--- src/btd_pkg.sv ---
package btd_pkg;
   // ------------------------------------------------------------
   // widths and opcodes
   // ------------------------------------------------------------
   localparam int unsigned OFS_W = 32; // code-segment offset width
   localparam logic [7:0] OP_ONE_BYTE_BREAK = 8'hCC;
   localparam logic [7:0] OP_SOFT_INT = 8'hCD;
   localparam logic [7:0] OP_EMU_BREAK = 8'hF1;
   localparam logic [7:0] BREAK_VECTOR = 8'h03;
   localparam logic [7:0] DEBUG_VECTOR = 8'h01;
   localparam logic [7:0] MCHECK_VECTOR = 8'h12;
   localparam logic [1:0] LEN_ONE = 2'h1;
   localparam logic [1:0] LEN_TWO = 2'h2;

   // ------------------------------------------------------------
   // register map (word addresses on the plain port)
   // ------------------------------------------------------------
   localparam logic [3:0] ADDR_DEBUG_CTL = 4'h0;
   localparam logic [3:0] ADDR_BR_SRC = 4'h1;
   localparam logic [3:0] ADDR_BR_TGT = 4'h2;
   localparam logic [3:0] ADDR_EX_SRC = 4'h3;
   localparam logic [3:0] ADDR_EX_TGT = 4'h4;
   localparam logic [3:0] ADDR_DBG_STAT = 4'h5;

   // ------------------------------------------------------------
   // field positions and reset values
   // ------------------------------------------------------------
   localparam int unsigned CTL_RECORD_BIT = 0;
   localparam int unsigned CTL_STEP_BIT = 1;
   localparam int unsigned STAT_SINGLE_STEP_BIT = 14;
   localparam logic [31:0] OFS_RESET = 32'h0000_0000;

   // kind of retired event
   typedef enum logic [1:0] {
      BTD_EV_NONE = 2'b00,
      BTD_EV_BRANCH = 2'b01,
      BTD_EV_EXCEPT = 2'b10
   } btd_ev_t;
endpackage

--- src/btd_break_decode.sv ---
`timescale 1ns/100ps
// ------------------------------------------------------------
// breakpoint opcode decoder
// ------------------------------------------------------------
module btd_break_decode (
   input wire logic [7:0] i_op0,
   input wire logic [7:0] i_op1,
   output logic o_is_break,
   output logic o_is_emu_break,
   output logic [1:0] o_len
);
   // classify the leading bytes
   always_comb begin
      o_is_break = 1'b0;
      o_is_emu_break = 1'b0;
      o_len = btd_pkg::LEN_ONE;
      if (i_op0 == btd_pkg::OP_ONE_BYTE_BREAK) begin
         o_is_break = 1'b1;
         o_len = btd_pkg::LEN_ONE;
      end else if (i_op0 == btd_pkg::OP_SOFT_INT && i_op1 == btd_pkg::BREAK_VECTOR) begin
         o_is_break = 1'b1;
         o_len = btd_pkg::LEN_TWO;
      end else if (i_op0 == btd_pkg::OP_EMU_BREAK) begin
         o_is_emu_break = 1'b1;
      end
   end
endmodule // btd_break_decode

--- src/btd_branch_trace.sv ---
// Chosen here: the register addresses and strobed register access.
`timescale 1ns/100ps
// Function
// - breakpoint opcodes vector to breakpoint handler
// - one-byte break is one byte long
// - record transfers only while record enable set
// - branch: source offset and target offset
// - exception: interrupted offset and handler entry
// - exceptions copy branch pair into exception pair
// - debug, machine check, emulator break skip copy
// - debug exception clears record enable
// - debug exception keeps recorded contents
// - records hold code-segment offsets
// - branch stepping needs step bit and trap
// - branch stepping traps on every transfer
// - debug exception clears step bit, trap
// - step bit clear, trap set: every instruction
// - stepping trap sets single-step status bit
module btd_branch_trace #(
   parameter int unsigned OFS_W = btd_pkg::OFS_W
) (
   input wire logic i_mclk,
   input wire logic i_rst,
   // retirement stream
   input wire logic i_retire,
   input wire logic [7:0] i_op0,
   input wire logic [7:0] i_op1,
   input wire logic i_is_branch,
   input wire logic [OFS_W-1:0] i_src_ofs,
   input wire logic [OFS_W-1:0] i_tgt_ofs,
   input wire logic i_except,
   input wire logic [7:0] i_except_vec,
   input wire logic [OFS_W-1:0] i_handler_ofs,
   input wire logic i_trap_flag,
   input wire logic i_flag_write,
   // register port
   input wire logic [3:0] i_addr,
   input wire logic [OFS_W-1:0] i_wdata,
   input wire logic i_wr,
   input wire logic i_rd,
   output logic [OFS_W-1:0] o_rdata,
   // exception requests to the core
   output logic o_break_req,
   output logic [1:0] o_break_len,
   output logic o_debug_req,
   output logic o_trap_flag
);
   logic dec_break;
   logic dec_emu;
   logic [1:0] dec_len;

   // ------------------------------------------------------------
   // opcode decode
   // ------------------------------------------------------------
   btd_break_decode u_dec (
      .i_op0(i_op0),
      .i_op1(i_op1),
      .o_is_break(dec_break),
      .o_is_emu_break(dec_emu),
      .o_len(dec_len)
   );

   logic rec_en_reg, rec_en_next;
   logic step_en_reg, step_en_next;
   logic trap_reg, trap_next;
   logic ss_stat_reg, ss_stat_next;
   logic [OFS_W-1:0] br_src_reg, br_src_next;
   logic [OFS_W-1:0] br_tgt_reg, br_tgt_next;
   logic [OFS_W-1:0] ex_src_reg, ex_src_next;
   logic [OFS_W-1:0] ex_tgt_reg, ex_tgt_next;
   logic break_req_reg, break_req_next;
   logic [1:0] break_len_reg, break_len_next;
   logic dbg_req_reg, dbg_req_next;
   logic [OFS_W-1:0] rdata_reg, rdata_next;
   btd_pkg::btd_ev_t ev;
   logic dbg_taken;
   logic mc_taken;
   logic brk_ev;
   logic xfer;
   logic step_fire;
   logic dbg_entry;

   // ------------------------------------------------------------
   // width check and zero word
   // ------------------------------------------------------------
   localparam logic [OFS_W-1:0] OFS_ZERO = OFS_W'(btd_pkg::OFS_RESET);
   // the status field must fit inside one data word
   if (OFS_W <= btd_pkg::STAT_SINGLE_STEP_BIT) begin : g_width_check
      $error("offset width too narrow for the status word");
   end

   // ------------------------------------------------------------
   // event classification
   // ------------------------------------------------------------
   always_comb begin
      brk_ev = i_retire && dec_break;
      dbg_taken = i_except && i_except_vec == btd_pkg::DEBUG_VECTOR;
      mc_taken = i_except && i_except_vec == btd_pkg::MCHECK_VECTOR;
      if (i_except || brk_ev)
         ev = btd_pkg::BTD_EV_EXCEPT;
      else if (i_retire && i_is_branch)
         ev = btd_pkg::BTD_EV_BRANCH;
      else
         ev = btd_pkg::BTD_EV_NONE;
      xfer = ev != btd_pkg::BTD_EV_NONE && !dbg_taken;
      // coarse or fine stepping
      if (step_en_reg && trap_reg)
         step_fire = xfer;
      else
         step_fire = trap_reg && i_retire && !dbg_taken;
   end

   // ------------------------------------------------------------
   // debug entry
   // ------------------------------------------------------------
   // a debug vector or a step trap both enter the debug handler
   always_comb begin
      dbg_entry = dbg_taken || step_fire;
   end

   // ------------------------------------------------------------
   // control bits: record enable, branch step
   // ------------------------------------------------------------
   // software writes land, debug entry overrides them
   always_comb begin
      rec_en_next = rec_en_reg;
      step_en_next = step_en_reg;
      if (i_wr && i_addr == btd_pkg::ADDR_DEBUG_CTL) begin
         rec_en_next = i_wdata[btd_pkg::CTL_RECORD_BIT];
         step_en_next = i_wdata[btd_pkg::CTL_STEP_BIT];
      end
      if (dbg_entry) begin
         rec_en_next = 1'b0;
         step_en_next = 1'b0;
      end
   end

   // control bit registers
   always_ff @(posedge i_mclk) begin
      if (i_rst) begin
         rec_en_reg <= 1'b0;
         step_en_reg <= 1'b0;
      end else begin
         rec_en_reg <= rec_en_next;
         step_en_reg <= step_en_next;
      end
   end

   // ------------------------------------------------------------
   // trap flag
   // ------------------------------------------------------------
   // the core rewrites it, a debug entry clears it
   always_comb begin
      trap_next = trap_reg;
      if (i_flag_write) begin
         trap_next = i_trap_flag;
      end
      if (dbg_entry) begin
         trap_next = 1'b0;
      end
   end

   // trap flag register
   always_ff @(posedge i_mclk) begin
      if (i_rst) begin
         trap_reg <= 1'b0;
      end else begin
         trap_reg <= trap_next;
      end
   end

   // ------------------------------------------------------------
   // debug status: single-step bit
   // ------------------------------------------------------------
   // a software write loads the bit, a step trap sets it; the set wins
   always_comb begin
      ss_stat_next = ss_stat_reg;
      if (i_wr && i_addr == btd_pkg::ADDR_DBG_STAT) begin
         ss_stat_next = i_wdata[btd_pkg::STAT_SINGLE_STEP_BIT];
      end
      if (step_fire) begin
         ss_stat_next = 1'b1;
      end
   end

   // status register
   always_ff @(posedge i_mclk) begin
      if (i_rst) begin
         ss_stat_reg <= 1'b0;
      end else begin
         ss_stat_reg <= ss_stat_next;
      end
   end

   // ------------------------------------------------------------
   // branch record pair
   // ------------------------------------------------------------
   // offsets only, the segment base is left to software
   always_comb begin
      br_src_next = br_src_reg;
      br_tgt_next = br_tgt_reg;
      if (rec_en_reg && !dbg_taken) begin
         case (ev)
            btd_pkg::BTD_EV_BRANCH: begin
               br_src_next = i_src_ofs;
               br_tgt_next = i_tgt_ofs;
            end
            btd_pkg::BTD_EV_EXCEPT: begin
               br_src_next = i_src_ofs;
               br_tgt_next = i_handler_ofs;
            end
            default: begin
               br_src_next = br_src_reg;
               br_tgt_next = br_tgt_reg;
            end
         endcase
      end
   end

   // branch record registers
   always_ff @(posedge i_mclk) begin
      if (i_rst) begin
         br_src_reg <= OFS_ZERO;
         br_tgt_reg <= OFS_ZERO;
      end else begin
         br_src_reg <= br_src_next;
         br_tgt_reg <= br_tgt_next;
      end
   end

   // ------------------------------------------------------------
   // exception record pair
   // ------------------------------------------------------------
   // a copy of the fresh branch pair on taken exceptions;
   // machine check and emulator break leave it alone
   always_comb begin
      ex_src_next = ex_src_reg;
      ex_tgt_next = ex_tgt_reg;
      if (rec_en_reg && !dbg_taken && ev == btd_pkg::BTD_EV_EXCEPT) begin
         if (!mc_taken && !(i_retire && dec_emu)) begin
            ex_src_next = br_src_next;
            ex_tgt_next = br_tgt_next;
         end
      end
   end

   // exception record registers
   always_ff @(posedge i_mclk) begin
      if (i_rst) begin
         ex_src_reg <= OFS_ZERO;
         ex_tgt_reg <= OFS_ZERO;
      end else begin
         ex_src_reg <= ex_src_next;
         ex_tgt_reg <= ex_tgt_next;
      end
   end

   // ------------------------------------------------------------
   // breakpoint request
   // ------------------------------------------------------------
   // one pulse per retired breakpoint opcode, with its length
   always_comb begin
      break_req_next = brk_ev;
      break_len_next = btd_pkg::LEN_ONE;
      if (brk_ev) begin
         break_len_next = dec_len;
      end
   end

   // breakpoint request registers
   always_ff @(posedge i_mclk) begin
      if (i_rst) begin
         break_req_reg <= 1'b0;
         break_len_reg <= btd_pkg::LEN_ONE;
      end else begin
         break_req_reg <= break_req_next;
         break_len_reg <= break_len_next;
      end
   end

   // ------------------------------------------------------------
   // step trap request
   // ------------------------------------------------------------
   // raised the cycle after the stepped transfer or instruction has retired
   always_comb begin
      dbg_req_next = step_fire;
   end

   // step trap register
   always_ff @(posedge i_mclk) begin
      if (i_rst) begin
         dbg_req_reg <= 1'b0;
      end else begin
         dbg_req_reg <= dbg_req_next;
      end
   end

   // ------------------------------------------------------------
   // read data
   // ------------------------------------------------------------
   // only the cycle after a read strobe carries data
   always_comb begin
      rdata_next = OFS_ZERO;
      if (i_rd) begin
         case (i_addr)
            btd_pkg::ADDR_DEBUG_CTL: begin
               rdata_next[btd_pkg::CTL_RECORD_BIT] = rec_en_reg;
               rdata_next[btd_pkg::CTL_STEP_BIT] = step_en_reg;
            end
            btd_pkg::ADDR_BR_SRC: rdata_next = br_src_reg;
            btd_pkg::ADDR_BR_TGT: rdata_next = br_tgt_reg;
            btd_pkg::ADDR_EX_SRC: rdata_next = ex_src_reg;
            btd_pkg::ADDR_EX_TGT: rdata_next = ex_tgt_reg;
            btd_pkg::ADDR_DBG_STAT: begin
               rdata_next[btd_pkg::STAT_SINGLE_STEP_BIT] = ss_stat_reg;
            end
            default: rdata_next = OFS_ZERO;
         endcase
      end
   end

   // read data register
   always_ff @(posedge i_mclk) begin
      if (i_rst) begin
         rdata_reg <= OFS_ZERO;
      end else begin
         rdata_reg <= rdata_next;
      end
   end

   // ------------------------------------------------------------
   // outputs
   // ------------------------------------------------------------
   // read data straight from its register
   assign o_rdata = rdata_reg;
   // requests and the flag seen by the core
   assign o_break_req = break_req_reg;
   assign o_break_len = break_len_reg;
   assign o_debug_req = dbg_req_reg;
   assign o_trap_flag = trap_reg;
endmodule // btd_branch_trace

--- config.mk ---
export PLATFORM = sky130hd
export DESIGN_NAME = btd_branch_trace
export DESIGN_NICKNAME = d
export VERILOG_FILES = /design/src/btd_pkg.sv /design/src/btd_break_decode.sv /design/src/btd_branch_trace.sv
export SDC_FILE = /design/constraint.sdc
export NUM_CORES = 1
export LEC_CHECK = 0
export ABC_AREA = 1
export BUFFER_PORTS_ARGS = -buffer_cell sky130_fd_sc_hd__buf_2
export CAP_MARGIN = 20
export CORE_MARGIN = 2
export CORE_UTILIZATION = 52
export CTS_CLUSTER_SIZE = 14
export DETAILED_ROUTE_END_ITERATION = 6
export PLACE_DENSITY = 0.8
export SLEW_MARGIN = 15
export SYNTH_ARGS = -nofsm -noshare
export SYNTH_HDL_FRONTEND = slang
export SYNTH_SLANG_ARGS = --single-unit
--- constraint.sdc ---
create_clock -name i_mclk -period 2 [get_ports i_mclk]
set_input_delay 0.1 -clock i_mclk [delete_from_list [all_inputs] [get_ports i_mclk]]
set_output_delay 0.1 -clock i_mclk [all_outputs]
set_load 0.02 [all_outputs]
==> flow_summary_export.csv, run 1 <==
group,metric,value,unit
floorplan,fp.dieArea,14900,sq um
worst_setup_path,end_kind,"register",
timing,finalHoldViolations,0,
timing,post-route-period-util,0.868,
worst_setup_path,cp.required,2330,ps
yosys,synth-warning-count,0,
clock_tree,cts_inserted_buffers,17,
timing,drv_slew,0,
yosys,syn_area_per_cell,6.98,sq um
routing,drt_iter0_drc,695,
routing,viasPerCell,5.15,
yosys,synth_compound_area_frac,0.154,
layout,multi_input_area,3100,sq um
timing,setup_viol,0,
worst_setup_path,path_cells,"inv_1 > nor2_4 > nand2_4 > buf_12 > o21ai_0 > nand2_1 > nand2_1 > inv_1",
hold_path,min-delay-start,"i_src_ofs[20]",
yosys,synthesis.nets,1200,
power,vdd_drop_max,0.582,mV
layout,nets,1390,
layout,regArea,3360,sq um
floorplan,rows,43,
timing,slew_headroom,0.692,
routing,routedWlPerCell,14.1,um
clock_tree,root_buffer,"clkbuf_16",
grt,grt_start_max_net_pins,84,
place,dp_cells,1350,
yosys,netlist_instances,1035,
routing,drt-total-wl,20.0,mm
clock_tree,clk_pin_slew,60,ps
worst_setup_path,worstPathArrival,2060,ps
worst_setup_path,r2r_cells,8,
worst_setup_path,crit_path_start_kind,"register",
layout,diodes,0,
routing,first_pass_iters,5,
yosys,synth-simple-area-share,0.272,
timing,worst_pin_slew,460,ps
worst_setup_path,max_stage_delay,330,ps
clock_tree,cts_max_path_buffers,2,
worst_setup_path,crit-reg2reg-launch,"rec_en_reg$_SDFFE_PP0P_",
clock_tree,cts_tree,"built",
grt,overflow,0,
grt,grt_util_all_layers,0.272,
layout,instances_no_fill,1418,
hold_path,holdCritPathClass,"input port to register",
layout,drive_gt1_frac,0.195,
hold_path,hold_depth,3,
place,hpwl,12.9,mm
yosys,syn_area,7230,sq um
clock_tree,post_cts_resized,0,
timing,skew,7.04,ps
grt,antenna_found_initial,0,
routing,drtAntennaViolNets,0,
timing,grt_setup_unrepaired,"false",
worst_setup_path,crit_path_top_delay_cell,"dfxtp_1",
floorplan,start_util,0.527,
floorplan,fp.dieW,122,um
status,status,"completed",
clock_tree,clock-sinks,168,
layout,area_delta_synth_final,29.5,%
hold_path,hold_end,"br_src_reg[20]$_SDFF_PP0_",
worst_setup_path,worstPathMaxFanout,55,
power,p_per_area,801,nW/um^2
clock_tree,htree_levels,4,
yosys,yosys.area.top_type_share,0.465,
floorplan,coreArea,13700,sq um
yosys,synth.area.mux_share,0.00138,
grt,grt_pass1_vias,6626,
yosys,synth_xor_area_frac,0,
yosys,synthTopCellsByArea,"dfxtp_1 (47%), nand2_1 (13%), nor2_1 (9.4%), inv_1 (6.9%), o21ai_0 (3.9%)",
yosys,synthAdderAreaFrac,0,
clock_tree,cts_hold_buf,36,
layout,nFillCells,1159,
yosys,synth_top_family_by_area,"simple AND/OR/NAND/NOR gates",
yosys,ys_types,31,
place,port_buffers,172,
yosys,ys_ff_latch,168,
routing,via_count,7309,
power,leakagePower,4.71,nW
floorplan,die_h,122,um
grt,grt_pass1_wl,31.4,mm
clock_tree,post-cts-setup-buffer-count,0,
worst_setup_path,worstSetupPathType,"register to register",
clock_tree,clk-insertion-delay-late,430,ps
run,cap_violations,0,
place,gp_congestion,0.852,
floorplan,num_io_pins,202,
yosys,yosysSeqAreaShare,0.465,
timing,setup_tns,0,ps
worst_setup_path,r2r_end,"ex_src_reg[12]$_SDFFE_PP0P_",
timing,min_period,1740,ps
worst_setup_path,rrSetupSlack,260,ps
timing,fmax,0.576,GHz
yosys,synth_largest_area_cell,"dfxtp_1",
routing,drc_errors,0,
## worst max path at each step
stage                     slack, ps               startpoint                     endpoint  cells past startpoint
after global routing            160  rec_en_reg$_SDFFE_PP0P_   ex_src_reg[0]$_SDFFE_PP0P_                      9
final                           260  rec_en_reg$_SDFFE_PP0P_  ex_src_reg[12]$_SDFFE_PP0P_                      8
after global placement          230                 i_except  ex_src_reg[20]$_SDFFE_PP0P_                     13
after floorplan                 540                 i_except  ex_tgt_reg[21]$_SDFFE_PP0P_                     10
after CTS                       300  rec_en_reg$_SDFFE_PP0P_  ex_src_reg[12]$_SDFFE_PP0P_                      8
after detailed placement        200                 i_except  ex_src_reg[15]$_SDFFE_PP0P_                     13
## final cells by class
cell class,instances,share of cell area
flip-flops and latches,168,0.359
multi-input cells,668,0.331
repair buffers,235,0.162
inverters,135,0.0541
clock buffers,22,0.0528
well taps,180,0.0241
clock inverters,10,0.0175
## critical path, delay by kind of cell (launching register included)
family	cells	cell delay [ps]
flops	1	330
compound gates	1	300
simple gates	4	620
buf+inv	3	370
## power breakdown
group / total [mW] / internal [mW] / switching [mW] / leakage (nW)
Combinational: 0.525 / 0.233 / 0.292 / 3.04
Sequential: 3.38 / 3.37 / 0.0110 / 1.35
Clock: 3.59 / 2.26 / 1.34 / 0.311
Total: 7.50 / 5.86 / 1.64 / 4.71
## layout by cell type (no fill, tap or decap)
cell,synthesis,routed
a211oi_1,2,2
dfxtp_1,168,168
clkinv_1,1,1
o21bai_1,13,13
o22ai_1,36,36
buf_2,16,171
or2_1,1,1
o21ai_1,6,6
nand2_1,249,249
clkinv_2,0,1
nand3_2,1,1
nor3_2,1,1
nand4_2,1,1
nor2_1,182,182
a21oi_4,0,1
inv_6,0,1
nor2_4,1,1
a21oi_1,37,37
buf_4,1,21
inv_1,133,133
inv_2,1,1
nand2_2,2,2
a311oi_1,1,1
clkbuf_16,0,17
buf_12,0,7
o21ai_0,57,57
dlygate4sd3_1,0,36
or2_2,1,1
nand2_4,1,1
mux2i_1,1,1
bufinv_16,0,4
nand4_1,36,36
a221oi_1,29,29
clkbuf_8,0,5
clkinvlp_4,0,4
nand3_1,9,9
## kinds of logic after synthesis
| logic type | count (synthesis) |
|---|---|
| AOI/OAI and AO/OA | 182 |
| and+or+nand+nor | 485 |
| DFF | 168 |
| muxes | 1 |
| buffers and inverters | 199 |
## Yosys cell counts, drive strengths merged
master / number
nand2: 252
nor2: 183
dfxtp: 168
inv: 134
o21ai: 63
clkbuf: 39
a21oi: 38
nand4: 37
o22ai: 36
a221oi: 29
buf: 25
o21bai: 13
nand3: 10
a211oi: 2
or2: 2
a311oi: 1
clkinv: 1
mux2i: 1
nor3: 1
## routing by layer
| metal | wire (um) | global-route usage | vias to the layer above |
|---|---|---|---|
| li1 | - | - | 3684 |
| met2 | 9930 | 0.480 | 274 |
| met3 | 1260 | 0.0613 | 49 |
| met1 | 8370 | 0.323 | 3302 |
| met4 | 484 | 0.0955 | 0 |
| met5 | 0 | 0 | - |
## stage by stage
stage	area (sq um)	setup WS (ps)	total power [mW]	hold slack, ps	utilization
6_report	9360	264	7.50	4.61	0.682
5_1_grt	9360	160	7.73	36.1	0.682
4_1_cts	9360	298	7.53	0.726	0.682
3_5_place_dp	8340	201	3.92	350	0.608
3_3_place_gp	8340	234	3.91	346	0.608
2_1_floorplan	7230	543	3.68	254	-
(Power assumes the default switching activity.)
==> run 2, diff against run 1 <==
Clock period 2 ns to 1.8 ns, I/O delays scaled along.
==> flow_summary_export.csv, run 2 (synthesized netlist as in run 1, its figures left out) <==
group,metric,value,unit
status,status,"completed",
floorplan,coreArea,13700,sq um
routing,first_pass_iters,5,
power,finalPower,8.36,mW
place,dp_cells,1356,
grt,antenna_found_initial,0,
routing,drt_iter0_drc,665,
grt,overflow,0,
power,p_per_area,880,nW/um^2
routing,routedWlPerCell,14.3,um
timing,finalHoldViolations,0,
power,vdd_drop_max,0.681,mV
clock_tree,htree_levels,4,
place,port_buffers,172,
clock_tree,clk_pin_slew,60,ps
timing,slew_headroom,0.720,
clock_tree,cts_inserted_buffers,17,
timing,min_period,1640,ps
clock_tree,cts_max_path_buffers,2,
routing,drt-total-wl,20.5,mm
routing,viasPerCell,5.21,
clock_tree,clock-sinks,168,
layout,nets,1401,
place,postPlaceCellArea,8400,sq um
place,gp_congestion,0.847,
worst_setup_path,worstSetupPathType,"register to register",
clock_tree,root_buffer,"clkbuf_16",
timing,skew,5.20,ps
power,leakagePower,4.78,nW
layout,area_delta_synth_final,31.3,%
timing,setup_tns,0,ps
timing,worst_pin_slew,420,ps
timing,drv_slew,0,
worst_setup_path,rrSetupSlack,160,ps
grt,grt_pass1_vias,6864,
worst_setup_path,worstPathMaxFanout,25,
timing,setup_viol,0,
clock_tree,post_cts_resized,0,
routing,drtAntennaViolNets,0,
place,hpwl,13.1,mm
layout,postLayoutCellArea,9490,sq um
floorplan,die_h,122,um
routing,drc_errors,0,
layout,mostFrequentLayoutCells,"nand2_1 (249), nor2_1 (182), buf_2 (171)",
floorplan,fp.dieW,122,um
grt,grt_pass1_wl,32.3,mm
floorplan,start_util,0.527,
worst_setup_path,crit_path_start_kind,"register",
worst_setup_path,worstPathArrival,2010,ps
floorplan,num_io_pins,202,
clock_tree,clk-insertion-delay-late,420,ps
layout,drive_gt1_frac,0.199,
hold_path,holdCritPathClass,"input port to register",
run,cap_violations,0,
layout,final_common_cell,"nand2_1",
floorplan,rows,43,
routing,via_count,7441,
grt,grt_start_max_net_pins,75,
grt,grt_util_all_layers,0.278,
layout,instances_no_fill,1429,
timing,post-route-period-util,0.912,
layout,diodes,0,
clock_tree,cts_tree,"built",
timing,grt_setup_unrepaired,"false",
worst_setup_path,cp.required,2170,ps
floorplan,fp.dieArea,14900,sq um
timing,fmax,0.609,GHz
worst_setup_path,end_kind,"register",
[run 2: cell types whose count changed in the layout (fill, tap and decap cells not counted)]
cell           change
clkinv_4           +2
dlygate4sd3_1      +3
clkinv_2           +4
clkbuf_8           -3
buf_4              +5
buf_12             +2
clkbuf_16          +1
inv_6              -1
clkinvlp_4         -3
bufinv_16          +1
[run 2: final cells by class]
type | count | area [sq um]
Sequential cell | 168 | 3360
Inverter | 135 | 507
Clock inverter | 13 | 200
Clock buffer | 19 | 453
Fill cell | 1125 | 4230
Tap cell | 180 | 225
Multi-Input combinational cell | 668 | 3100
Timing Repair Buffer | 246 | 1650
[run 2: routing by layer]
| layer | track usage | vias up | share of wire |
|---|---|---|---|
| li1 | - | 3704 | - |
| met1 | 0.329 | 3411 | 0.42 |
| met2 | 0.490 | 273 | 0.49 |
| met3 | 0.0557 | 53 | 0.059 |
| met4 | 0.116 | 0 | 0.032 |
| met5 | 0 | - | 0 |
[run 2: critical path, cell delays in order (launching register included)]
cell and delay, ps:
dfxtp_1 330, inv_1 100, nor2_4 200, nand3_1 140, a21oi_4 210, buf_12 150, buf_12 170, nor2_1 70
nor2_1 80, nand2_1 70, inv_1 60
[run 2: per-stage QoR]
stage,setup WS (ps),hold WS (ps),util
final,158,34.7,0.692
after global routing,1.80,63.4,0.692
after CTS,160,25.3,0.688
after detailed placement,66.9,344,0.612
after global placement,80.8,337,0.612
after floorplan,347,244,-
[run 2: power by group]
part	internal (mW)	total, mW	switching, mW
Clock	2.53	4.00	1.47
Combinational	0.268	0.597	0.329
Sequential	3.75	3.76	0.0121
Total	6.54	8.36	1.81
[run 2: what timing repair did]
item | in CTS | in global routing
hold buffers | 39 | 0
setup buffers | 0 | 1
hold endpoints to repair | 42 | 0
endpoints found under the setup margin | 0 | 3
[run 2: path summary, 6_finish.rpt]
check	start	to	cells after the start
max	rec_en_reg$_SDFFE_PP0P_	ex_src_reg[13]$_SDFFE_PP0P_	10
min	i_op0[0]	o_break_len[0]$_SDFF_PP1_	4
max reg2reg	rec_en_reg$_SDFFE_PP0P_	ex_src_reg[13]$_SDFFE_PP0P_	10
min reg2reg	rec_en_reg$_SDFFE_PP0P_	rec_en_reg$_SDFFE_PP0P_	2
==> run 3, diff against run 2 <==
Settings changed: CORE_UTILIZATION 52 to 56, PLACE_DENSITY 0.8 to 0.85.
Clock period 1.8 ns to 2.1 ns, I/O delays scaled along.
==> flow_summary_export.csv, run 3 (synthesized netlist as in run 1, its figures left out) <==
group,metric,value,unit
timing,worst_pin_slew,447,ps
grt,grt_util_all_layers,0.295,
floorplan,fp.dieW,118,um
clock_tree,cts_tree,"built",
clock_tree,cts_max_path_buffers,2,
power,vdd_drop_max,0.644,mV
clock_tree,clk-insertion-delay-late,430,ps
worst_setup_path,crit-reg2reg-launch,"rec_en_reg$_SDFFE_PP0P_",
clock_tree,htree_levels,4,
timing,fmax,0.602,GHz
floorplan,rows,41,
worst_setup_path,rrSetupSlack,440,ps
grt,grt_pass1_wl,33.1,mm
clock_tree,root_buffer,"clkbuf_16",
timing,setup_tns,0,ps
worst_setup_path,worstSetupPathType,"register to register",
hold_path,holdCritPathClass,"input port to register",
layout,final_util,0.726,
run,cap_violations,0,
hold_path,min-delay-start,"i_wr",
power,leakagePower,4.63,nW
status,status,"completed",
routing,first_pass_iters,4,
clock_tree,cts_inserted_buffers,17,
layout,drive_gt1_frac,0.190,
grt,grt_start_max_net_pins,62,
floorplan,die_h,118,um
timing,setup_viol,0,
routing,drc_errors,0,
timing,grt_setup_unrepaired,"false",
worst_setup_path,worstPathArrival,2040,ps
place,gp_congestion,0.812,
worst_setup_path,cp.required,2480,ps
routing,drt-total-wl,20.4,mm
routing,routedWlPerCell,14.6,um
worst_setup_path,end_kind,"register",
routing,via_count,7334,
timing,drv_slew,0,
worst_setup_path,r2r_end,"ex_src_reg[20]$_SDFFE_PP0P_",
floorplan,coreArea,12600,sq um
layout,area_delta_synth_final,26.7,%
floorplan,start_util,0.573,
timing,min_period,1660,ps
clock_tree,post-cts-setup-buffer-count,0,
place,hpwl,12.8,mm
layout,mostFrequentLayoutCells,"nand2_1 (249), nor2_1 (182), buf_2 (171)",
routing,drt_iter0_drc,611,
timing,skew,7.87,ps
layout,regArea,3360,sq um
layout,nets,1385,
power,p_per_area,706,nW/um^2
worst_setup_path,crit_path_start_kind,"register",
floorplan,num_io_pins,202,
timing,post-route-period-util,0.791,
grt,grt_pass1_vias,7106,
routing,viasPerCell,5.23,
worst_setup_path,worstPathMaxFanout,54,
timing,finalHoldViolations,0,
layout,final_common_cell,"nand2_1",
timing,slew_headroom,0.702,
hold_path,hold_depth,3,
floorplan,fp.dieArea,13800,sq um
routing,drtAntennaViolNets,0,
clock_tree,clk_pin_slew,60,ps
timing,hold_ws,4.66,ps
clock_tree,clock-sinks,168,
layout,diodes,0,
worst_setup_path,r2r_cells,9,
layout,multi_input_area,3100,sq um
hold_path,hold_end,"step_en_reg$_SDFFE_PP0P_",
place,port_buffers,172,
grt,antenna_found_initial,0,
layout,nFillCells,1032,
grt,overflow,0,
-- run 3: worst max-delay path by stage --
| stage | endpoint | from | cells after the start |
|---|---|---|---|
| floorplan | ex_tgt_reg[21]$_SDFFE_PP0P_ | i_except | 10 |
| global placement | ex_src_reg[26]$_SDFFE_PP0P_ | i_except_vec[1] | 11 |
| detailed placement | ex_src_reg[16]$_SDFFE_PP0P_ | i_op0[1] | 14 |
| CTS | ex_src_reg[20]$_SDFFE_PP0P_ | rec_en_reg$_SDFFE_PP0P_ | 9 |
| global route | ex_src_reg[20]$_SDFFE_PP0P_ | rec_en_reg$_SDFFE_PP0P_ | 9 |
| finish | ex_src_reg[20]$_SDFFE_PP0P_ | rec_en_reg$_SDFFE_PP0P_ | 9 |
-- run 3: power breakdown --
| group | internal (mW) | switching (mW) |
|---|---|---|
| combinational | 0.219 | 0.284 |
| clock | 1.57 | 1.17 |
| sequential | 3.21 | 0.00964 |
| total | 5.00 | 1.47 |
-- run 3: area by class of cell --
cell class	instances	share of cell area
Clock buffer	24	0.0526
Tap cell	172	0.0235
Timing Repair Buffer	230	0.160
Sequential cell	168	0.367
Clock inverter	4	0.00246
Inverter	135	0.0553
Multi-Input combinational cell	668	0.339
-- run 3: critical path, stage by stage (launching register included) --
cell and delay [ps]:
dfxtp_1 330, inv_1 100, nor2_4 200, nand3_1 140, a21oi_4 230, buf_12 270
nor2_1 90, nor2_1 110, nand2_1 60, inv_1 40
-- run 3: metal layers --
layer	track usage	wire, um	vias to the layer above
met4	0.144	750	0
met2	0.506	9820	305
li1	-	-	3670
met5	0	0	-
met3	0.0581	1390	63
met1	0.354	8440	3296
-- run 3: per-stage QoR --
stage,setup WS [ps],power [mW],instance area (sq um),std cells
6_report,439,6.47,9160,1401
5_1_grt,326,6.68,9160,1401
4_1_cts,446,6.47,9160,1401
3_5_place_dp,261,3.73,8330,1341
3_3_place_gp,368,3.73,8330,1341
2_1_floorplan,638,3.50,7230,1035
-- run 3: timing repair --
| action | 4_1_cts | 5_1_grt |
|---|---|---|
| endpoints found under the hold margin | 33 | 0 |
| resized for setup | 0 | 0 |
| hold buffers | 32 | 0 |
